===== src/pkg/loop_ctrl_defs.svh =====
// Register offsets, field positions, reset values and constants for the loop control block
`ifndef LOOP_CTRL_DEFS_SVH
`define LOOP_CTRL_DEFS_SVH
`define OFS_A_FRAC_LOW      3'h0
`define OFS_A_FRAC_MID      3'h1
`define OFS_A_FRAC_HIGH_INT 3'h2
`define OFS_A_DIVIDERS      3'h3
`define OFS_B_FRAC_LOW      3'h4
`define OFS_B_FRAC_MID      3'h5
`define OFS_B_FRAC_HIGH_INT 3'h6
`define OFS_B_DIVIDERS      3'h7
`define OFS_MODE            3'h0
`define RST_FRAC_LOW        9'h121
`define RST_FRAC_MID        9'h17E
`define RST_FRAC_TOP        4'hD
`define RST_INTEGER         4'h7
`define RST_DIVIDERS        9'h010
`define BIT_INPUT_HALVE     0
`define BIT_OUT_DOUBLE      1
`define POS_OUT_CODE        3
`define POS_INTEGER         4
`define FRAC_BITS           22
`define DEVICE_ID_1         8'h5A
`define DEVICE_ID_2         8'hA5
`define DEVICE_REVISION     8'h03
`define WB_ADDR_MODE_BIT    5
`endif


===== src/pkg/loop_ctrl_pkg.sv =====
// Types shared by the loop control block
package loop_ctrl_pkg;
  typedef logic [8:0]  reg9_t;
  typedef logic [21:0] fraction_t;
  typedef logic [3:0]  integer_t;
  typedef logic [4:0]  out_div_t;
  typedef enum logic [1:0] {
    BUS_IDLE = 2'b00,
    BUS_ACK  = 2'b01
  } bus_state_t;
endpackage : loop_ctrl_pkg


===== src/pkg/loop_cfg_if.sv =====
// Interface carrying one loop's configuration to its output divider decoder
`timescale 1ns/1ns
interface loop_cfg_if;
  import loop_ctrl_pkg::*;
  fraction_t fraction;
  integer_t  integer_part;
  logic      input_halve;
  logic [1:0] out_div_code;
  logic      out_double_div;
  logic      receiver_mode;
  logic      rx_fs128;
  modport src (output fraction, integer_part, input_halve, out_div_code, out_double_div,
               output receiver_mode, rx_fs128);
  modport dst (input fraction, integer_part, input_halve, out_div_code, out_double_div,
               input receiver_mode, rx_fs128);
endinterface : loop_cfg_if


===== src/design/dual_pll_ratio_divider_control.sv =====
// Register file and effective settings of the two frequency-synthesis loops
// Contract
// Receiver off: all settings from software
// Fraction is 22 bits over three registers
// Integer in bits 7:4, resets to 0111
// Fraction segments reset to documented values
// Loop A first two registers read ID
// No ID readback during continuous readback
// Loop A third register reads revision
// Ratio equals integer plus fraction over 2^22
// Software keeps integer in 5..13
// Pre-scale bit halves the oscillator input
// User divider 2,4,8,12, doubled by post-scale
// Receiver mode: post-scale picks 256fs/128fs
// Receiver drives loop A; B divider unused
// Software copies B pre-scale into A
// Software sets loop B for receiver reference
// Receiver steers loop A to track stream
`timescale 1ns/1ns
`include "loop_ctrl_defs.svh"
module dual_pll_ratio_divider_control (
  input  wire logic                      clk_i,
  input  wire logic                      rst_i,
  input  wire logic                      wb_cyc_i,
  input  wire logic                      wb_stb_i,
  input  wire logic                      wb_we_i,
  input  wire logic [7:0]                wb_adr_i,
  input  wire logic [3:0]                wb_sel_i,
  input  wire logic [31:0]               wb_dat_i,
  output logic      [31:0]               wb_dat_o,
  output logic                           wb_ack_o,
  input  wire logic                      receiver_enable_i,
  input  wire logic                      continuous_readback_i,
  input  wire logic [21:0]               rx_fraction_i,
  input  wire logic [3:0]                rx_integer_i,
  output logic      [21:0]               loop_a_fraction_o,
  output logic      [3:0]                loop_a_integer_o,
  output logic                           loop_a_input_halve_o,
  output logic      [4:0]                loop_a_out_factor_o,
  output logic      [21:0]               loop_b_fraction_o,
  output logic      [3:0]                loop_b_integer_o,
  output logic                           loop_b_input_halve_o,
  output logic      [4:0]                loop_b_out_factor_o,
  output logic      [25:0]               loop_a_ratio_o,
  output logic      [25:0]               loop_b_ratio_o,
  output logic                           receiver_mode_o
);
  import loop_ctrl_pkg::*;

  // Eight stored configuration words, loop A at 0..3, loop B at 4..7
  reg9_t regs_q [0:7];
  bus_state_t bus_q;

  // Bus decode: word index from byte address, bit 5 selects the mode register
  wire logic [2:0] index;
  wire logic       mode_sel;
  wire logic       unmapped;
  wire logic       request;
  wire logic       wr_fire;
  wire logic       lanes_lo;
  wire logic       lanes_hi;
  assign index    = wb_adr_i[4:2];
  assign mode_sel = wb_adr_i[`WB_ADDR_MODE_BIT];
  assign unmapped = wb_adr_i[7:6] != 2'b00 || (mode_sel && index != `OFS_MODE);
  assign request  = wb_cyc_i && wb_stb_i && !wb_ack_o;
  assign wr_fire  = request && wb_we_i && !mode_sel && !unmapped;
  assign lanes_lo = wb_sel_i[0];
  assign lanes_hi = wb_sel_i[1];

  // Receiver enable means receiver mode, otherwise user mode
  wire logic rx_mode;
  assign rx_mode = receiver_enable_i;

  // Register storage with byte-lane writes; bit 8 rides lane 1
  genvar g;
  generate
    for (g = 0; g < 8; g = g + 1) begin : g_reg
      wire logic hit;
      wire reg9_t rst_val;
      assign hit = wr_fire && index == 3'(g);
      assign rst_val = (g % 4 == 0) ? `RST_FRAC_LOW :
                       (g % 4 == 1) ? `RST_FRAC_MID :
                       (g % 4 == 2) ? {1'b0, `RST_INTEGER, `RST_FRAC_TOP} :
                       `RST_DIVIDERS;
      always_ff @(posedge clk_i) begin
        if (rst_i) begin
          regs_q[g] <= rst_val;
        end else if (hit) begin
          if (lanes_lo) begin
            regs_q[g][7:0] <= wb_dat_i[7:0];
          end
          if (lanes_hi) begin
            regs_q[g][8] <= wb_dat_i[8];
          end
        end
      end
    end
  endgenerate

  // Field extraction: fraction split 8:0, 17:9, 21:18
  wire fraction_t a_frac_sw;
  wire fraction_t b_frac_sw;
  wire integer_t  a_int_sw;
  wire integer_t  b_int_sw;
  assign a_frac_sw = {regs_q[2][3:0], regs_q[1], regs_q[0]};
  assign b_frac_sw = {regs_q[6][3:0], regs_q[5], regs_q[4]};
  assign a_int_sw  = regs_q[2][7:`POS_INTEGER];
  assign b_int_sw  = regs_q[6][7:`POS_INTEGER];

  // Loop A multipliers come from the receiver while it is enabled
  wire fraction_t a_frac_eff;
  wire integer_t  a_int_eff;
  assign a_frac_eff = rx_mode ? rx_fraction_i : a_frac_sw;
  assign a_int_eff  = rx_mode ? rx_integer_i  : a_int_sw;

  // Loop configuration carriers into the divider decoders
  loop_cfg_if cfg_a ();
  loop_cfg_if cfg_b ();
  assign cfg_a.fraction       = a_frac_eff;
  assign cfg_a.integer_part   = a_int_eff;
  assign cfg_a.input_halve    = regs_q[3][`BIT_INPUT_HALVE];
  assign cfg_a.out_div_code   = regs_q[3][`POS_OUT_CODE+1:`POS_OUT_CODE];
  assign cfg_a.out_double_div = regs_q[3][`BIT_OUT_DOUBLE];
  assign cfg_a.receiver_mode  = rx_mode;
  assign cfg_a.rx_fs128       = regs_q[3][`BIT_OUT_DOUBLE];
  assign cfg_b.fraction       = b_frac_sw;
  assign cfg_b.integer_part   = b_int_sw;
  assign cfg_b.input_halve    = regs_q[7][`BIT_INPUT_HALVE];
  assign cfg_b.out_div_code   = regs_q[7][`POS_OUT_CODE+1:`POS_OUT_CODE];
  assign cfg_b.out_double_div = regs_q[7][`BIT_OUT_DOUBLE];
  assign cfg_b.receiver_mode  = 1'b0;
  assign cfg_b.rx_fs128       = 1'b0;

  wire logic [4:0] a_factor;
  wire logic [4:0] b_factor;
  loop_out_divider u_div_a (
    .cfg      (cfg_a),
    .factor_o (a_factor)
  );
  loop_out_divider u_div_b (
    .cfg      (cfg_b),
    .factor_o (b_factor)
  );

  // Ratio in 4.22 fixed point: concatenation is the additive sum
  wire logic [25:0] a_ratio;
  wire logic [25:0] b_ratio;
  assign a_ratio = {a_int_eff, a_frac_eff};
  assign b_ratio = {b_int_sw, b_frac_sw};

  // Effective settings registered onto the outputs
  always_ff @(posedge clk_i) begin
    if (rst_i) begin
      loop_a_fraction_o    <= {`RST_FRAC_TOP, `RST_FRAC_MID, `RST_FRAC_LOW};
      loop_a_integer_o     <= `RST_INTEGER;
      loop_a_input_halve_o <= 1'b0;
      loop_a_out_factor_o  <= 5'h08;
      loop_b_fraction_o    <= {`RST_FRAC_TOP, `RST_FRAC_MID, `RST_FRAC_LOW};
      loop_b_integer_o     <= `RST_INTEGER;
      loop_b_input_halve_o <= 1'b0;
      loop_b_out_factor_o  <= 5'h08;
      loop_a_ratio_o       <= {`RST_INTEGER, `RST_FRAC_TOP, `RST_FRAC_MID, `RST_FRAC_LOW};
      loop_b_ratio_o       <= {`RST_INTEGER, `RST_FRAC_TOP, `RST_FRAC_MID, `RST_FRAC_LOW};
      receiver_mode_o      <= 1'b0;
    end else begin
      loop_a_fraction_o    <= a_frac_eff;
      loop_a_integer_o     <= a_int_eff;
      loop_a_input_halve_o <= cfg_a.input_halve;
      loop_a_out_factor_o  <= a_factor;
      loop_b_fraction_o    <= b_frac_sw;
      loop_b_integer_o     <= b_int_sw;
      loop_b_input_halve_o <= cfg_b.input_halve;
      loop_b_out_factor_o  <= b_factor;
      loop_a_ratio_o       <= a_ratio;
      loop_b_ratio_o       <= b_ratio;
      receiver_mode_o      <= rx_mode;
    end
  end

  // Readback: loop A's first two words return identity unless continuous readback; the third always returns revision
  wire logic   id_ok;
  wire reg9_t  rd_word;
  wire logic [31:0] rd_data;
  assign id_ok   = !continuous_readback_i;
  assign rd_word = (id_ok && index == `OFS_A_FRAC_LOW)      ? {1'b0, `DEVICE_ID_1} :
                   (id_ok && index == `OFS_A_FRAC_MID)      ? {1'b0, `DEVICE_ID_2} :
                   (index == `OFS_A_FRAC_HIGH_INT)          ? {1'b0, `DEVICE_REVISION} :
                   regs_q[index];
  assign rd_data = unmapped ? 32'h0000_0000 :
                   mode_sel ? {31'h0000_0000, rx_mode} : {23'h00_0000, rd_word};

  // One-cycle ack; ack falls in the cycle after, so back-to-back takes two cycles
  always_ff @(posedge clk_i) begin
    if (rst_i) begin
      bus_q    <= BUS_IDLE;
      wb_ack_o <= 1'b0;
      wb_dat_o <= 32'h0000_0000;
    end else begin
      unique case (bus_q)
        BUS_IDLE: begin
          wb_ack_o <= request;
          wb_dat_o <= request ? rd_data : 32'h0000_0000;
          bus_q    <= request ? BUS_ACK : BUS_IDLE;
        end
        BUS_ACK: begin
          wb_ack_o <= 1'b0;
          wb_dat_o <= 32'h0000_0000;
          bus_q    <= BUS_IDLE;
        end
      endcase
    end
  end
endmodule : dual_pll_ratio_divider_control


===== src/design/loop_out_divider.sv =====
// Output divider factor decode for one loop
`timescale 1ns/1ns
module loop_out_divider (
  loop_cfg_if.dst        cfg,
  output wire logic [4:0] factor_o
);
  import loop_ctrl_pkg::*;
  // Base factor from the code, doubled by post-scale
  wire logic [4:0] base_factor;
  assign base_factor = (cfg.out_div_code == 2'b00) ? 5'h02 :
                       (cfg.out_div_code == 2'b01) ? 5'h04 :
                       (cfg.out_div_code == 2'b10) ? 5'h08 : 5'h0C;
  // Receiver mode: 256fs from f2 uses divide 8 reference, 128fs doubles it
  wire logic [4:0] rx_factor;
  assign rx_factor = cfg.rx_fs128 ? 5'h10 : 5'h08;
  assign factor_o = cfg.receiver_mode ? rx_factor :
                    (cfg.out_double_div ? {base_factor[3:0], 1'b0} : base_factor);
endmodule : loop_out_divider


===== config.mk =====
export PLATFORM = sky130hd
export DESIGN_NAME = dual_pll_ratio_divider_control
export DESIGN_NICKNAME = d
export VERILOG_FILES = /design/src/pkg/loop_ctrl_pkg.sv /design/src/pkg/loop_cfg_if.sv /design/src/design/dual_pll_ratio_divider_control.sv /design/src/design/loop_out_divider.sv
export VERILOG_INCLUDE_DIRS = /design/src /design/src/pkg
export SDC_FILE = /design/constraint.sdc
export NUM_CORES = 1
export LEC_CHECK = 0
export ABC_AREA = 1
export BUFFER_PORTS_ARGS = -buffer_cell sky130_fd_sc_hd__buf_2
export CAP_MARGIN = 20
export CORE_MARGIN = 2
export CORE_UTILIZATION = 49
export CTS_CLUSTER_DIAMETER = 40
export DETAILED_ROUTE_END_ITERATION = 7
export PLACE_DENSITY = 0.84
export SYNTH_ARGS = -nofsm -noshare
export SYNTH_HDL_FRONTEND = slang
export SYNTH_HIERARCHICAL = 1
export SYNTH_SLANG_ARGS = --single-unit

===== constraint.sdc =====
create_clock -name clk_i -period 4.5 [get_ports clk_i]
set_clock_uncertainty 0.15 [all_clocks]
set_input_delay 0 -clock clk_i [delete_from_list [all_inputs] [get_ports clk_i]]
set_output_delay 0 -clock clk_i [all_outputs]
set_load 0.05 [all_outputs]

==> impl_metrics.json <==
{
  "outcome": "completed",
  "ios": 227,
  "num_rows": 41,
  "p_total_w": 0.003391,
  "grt-ovfl-total": 0,
  "core_sq_um": 12720,
  "hold_viol": 0,
  "port_buffers": 176,
  "cp-start-kind": "input port",
  "routabilityCongestion": 0.9153,
  "drt_iter0_markers": 670,
  "root_buffer": "clkbuf_16",
  "tritoncts": "built",
  "postRouteWirelength_um": 17960,
  "period_minus_slack_ps": 3009,
  "p_comb_share_pct": 13.3,
  "switching_share_pct": 26.22,
  "p_switching_w": 0.0008890,
  "maxCapViolations": 0,
  "grt_use_met2_pct": 41.13,
  "via_per_inst": 5.110,
  "crit_required_ps": 4410,
  "grtUsageMet1_pct": 30.76,
  "setup-tns-final_ps": 0,
  "yosys_warnings": 6,
  "worst_pin_slew_ps": 1123,
  "final_cells": 1101,
  "netlist_instances": 725,
  "syn_area_per_cell_sq_um": 8.903,
  "reg2reg_from": "wb_ack_o",
  "min-delay-start": "receiver_enable_i",
  "clk_latency_ps": 420,
  "cts_resized": 0,
  "fin_crit_sh_pct": 66.87,
  "fin_area_sq_um": 8332,
  "cts_hold_buf": 71,
  "diodes": 0,
  "ir_worst_vdd_uv": 251.5,
  "layout-drive-gt1-share_pct": 26.80,
  "endpoint_kind": "flop",
  "grt_pass1_wl_um": 27570,
  "grt_setup_unrepaired": "no",
  "grt_max_degree": 50,
  "hp-class": "input port to flop",
  "placed_area_sq_um": 6979,
  "post-cts-setup-buffers": 0,
  "grt_use_total_pct": 25.28,
  "cts-buffers-inserted": 17,
  "area_growth_pct": 29.08,
  "netlist_area_sq_um": 6455,
  "die_h_um": 118.8,
  "htreeDepth": 4,
  "nets": 993,
  "clock_sinks": 146,
  "vias": 5626,
  "post_drt_wl_per_cell_um": 16.31,
  "p_seq_share_pct": 42.5,
  "criticalPathCategory": "input port to flop",
  "clk_pin_slew_ps": 60,
  "slew_headroom_pct": 24.88,
  "pwr-share-clk_pct": 44.2,
  "post-route-util_pct": 65.49,
  "cts.path.max_buffers": 2,
  "grt-busiest-layer": "met2",
  "grt_pass1_vias": 5366,
  "dp.cells": 998,
  "initial_core_util_pct": 50.74,
  "antenna_found_initial": 0,
  "drc_errors": 0,
  "crit_start": "wb_adr_i[4]",
  "p_per_area_nw_per_um2": 407.0,
  "dr.pass1.iters": 7,
  "clock.fmax_ghz": 0.3323,
  "met3_usage_pct": 6.564,
  "finalSetupViolations": 0,
  "leakage_nw": 3.721,
  "dieWidth_um": 118.8,
  "dieArea_sq_um": 14110,
  "crit_path_max_fanout": 18,
  "cp_data_arrival_time_ps": 2920,
  "hpwl_um": 10830,
  "slew_viol_final": 0,
  "drt.antenna.violating_nets": 0,
  "fillCellCount": 937,
  "p_int_w": 0.002502
}
-- sequential cells by signal, summed over array words and instances, names as in the netlist --
register              cells
wb_dat_o                  9
loop_a_out_factor_o       5
loop_a_ratio_o            1
loop_a_fraction_o        21
loop_a_input_halve_o      1
wb_ack_o                  1
receiver_mode_o           1
loop_b_integer_o          4
loop_b_out_factor_o       5
loop_b_ratio_o            1
regs_q                   71
loop_a_integer_o          4
loop_b_fraction_o        21
loop_b_input_halve_o      1
-- final timing paths --
kind	cells after the start	slack, ps	endpoint
worst min-delay path	4	20	loop_a_fraction_o[3]
worst min register to register	2	300	loop_a_integer_o[2]
worst max register to register	10	1700	wb_dat_o[0]
worst max-delay path	9	1490	regs_q[6][7]
-- metal layers --
metal / up-vias / part of all wire (%)
met1: 2522 / 37
met3: 57 / 11
li1: 2593 / -
met5: - / 0
met4: 0 / 3.8
met2: 454 / 48
-- stage by stage --
| step | setup WS, ps | hold slack, ps |
|---|---|---|
| floorplan | 2509 | -65.88 |
| global placement | 1863 | 60.48 |
| detailed placement | 1769 | 65.08 |
| CTS | 1620 | 1.119 |
| global route | 1381 | 43.98 |
| finish | 1491 | 24.21 |
-- placed cells by master (no fill, tap or decap), types with 3 or more instances in the layout --
| cell | count |
|---|---|
| conb_1 | 30 |
| buf_4 | 4 |
| nor3_1 | 3 |
| nand2_1 | 184 |
| buf_2 | 176 |
| nand3_1 | 45 |
| clkbuf_8 | 3 |
| clkbuf_16 | 20 |
| or2_2 | 16 |
| nor3_2 | 4 |
| a21oi_1 | 26 |
| inv_2 | 6 |
| nand4_1 | 22 |
| dfxtp_1 | 75 |
| edfxtp_1 | 71 |
| nor2_1 | 80 |
| o21ai_0 | 10 |
| nor2_4 | 3 |
| dlygate4sd3_1 | 71 |
| inv_1 | 56 |
| nand4_2 | 3 |
-- worst max-delay path, stage by stage --
cell,delay [ps]
dlygate4sd3_1,540
buf_2,260
inv_2,370
nand2_4,130
nand2_1,110
nand3_2,400
nor3_2,650
nand2_1,100
nand2_1,330
-- cell type report --
type                       instances  area [sq um]  share of cell area (%)
inverter                          64         240.2                   2.883
clock buffer                      26         554.3                   6.653
tap                              172         215.2                   2.583
multi-input combinational        436          1979                   23.76
timing repair buffer             251          1622                   19.46
clock inverter                     6         87.58                   1.051
sequential                       146          3633                   43.61
-- power groups by stage --
stage,logic (W),registers (W),clock network (W)
2_1_floorplan,0.000255,0.00154,0
3_3_place_gp,0.000387,0.00147,0
3_5_place_dp,0.000390,0.00147,0
4_1_cts,0.000438,0.00144,0.00148
5_1_grt,0.000473,0.00144,0.00156
6_report,0.000450,0.00144,0.00150
No activity file was read; power rests on OpenSTA's default activity.
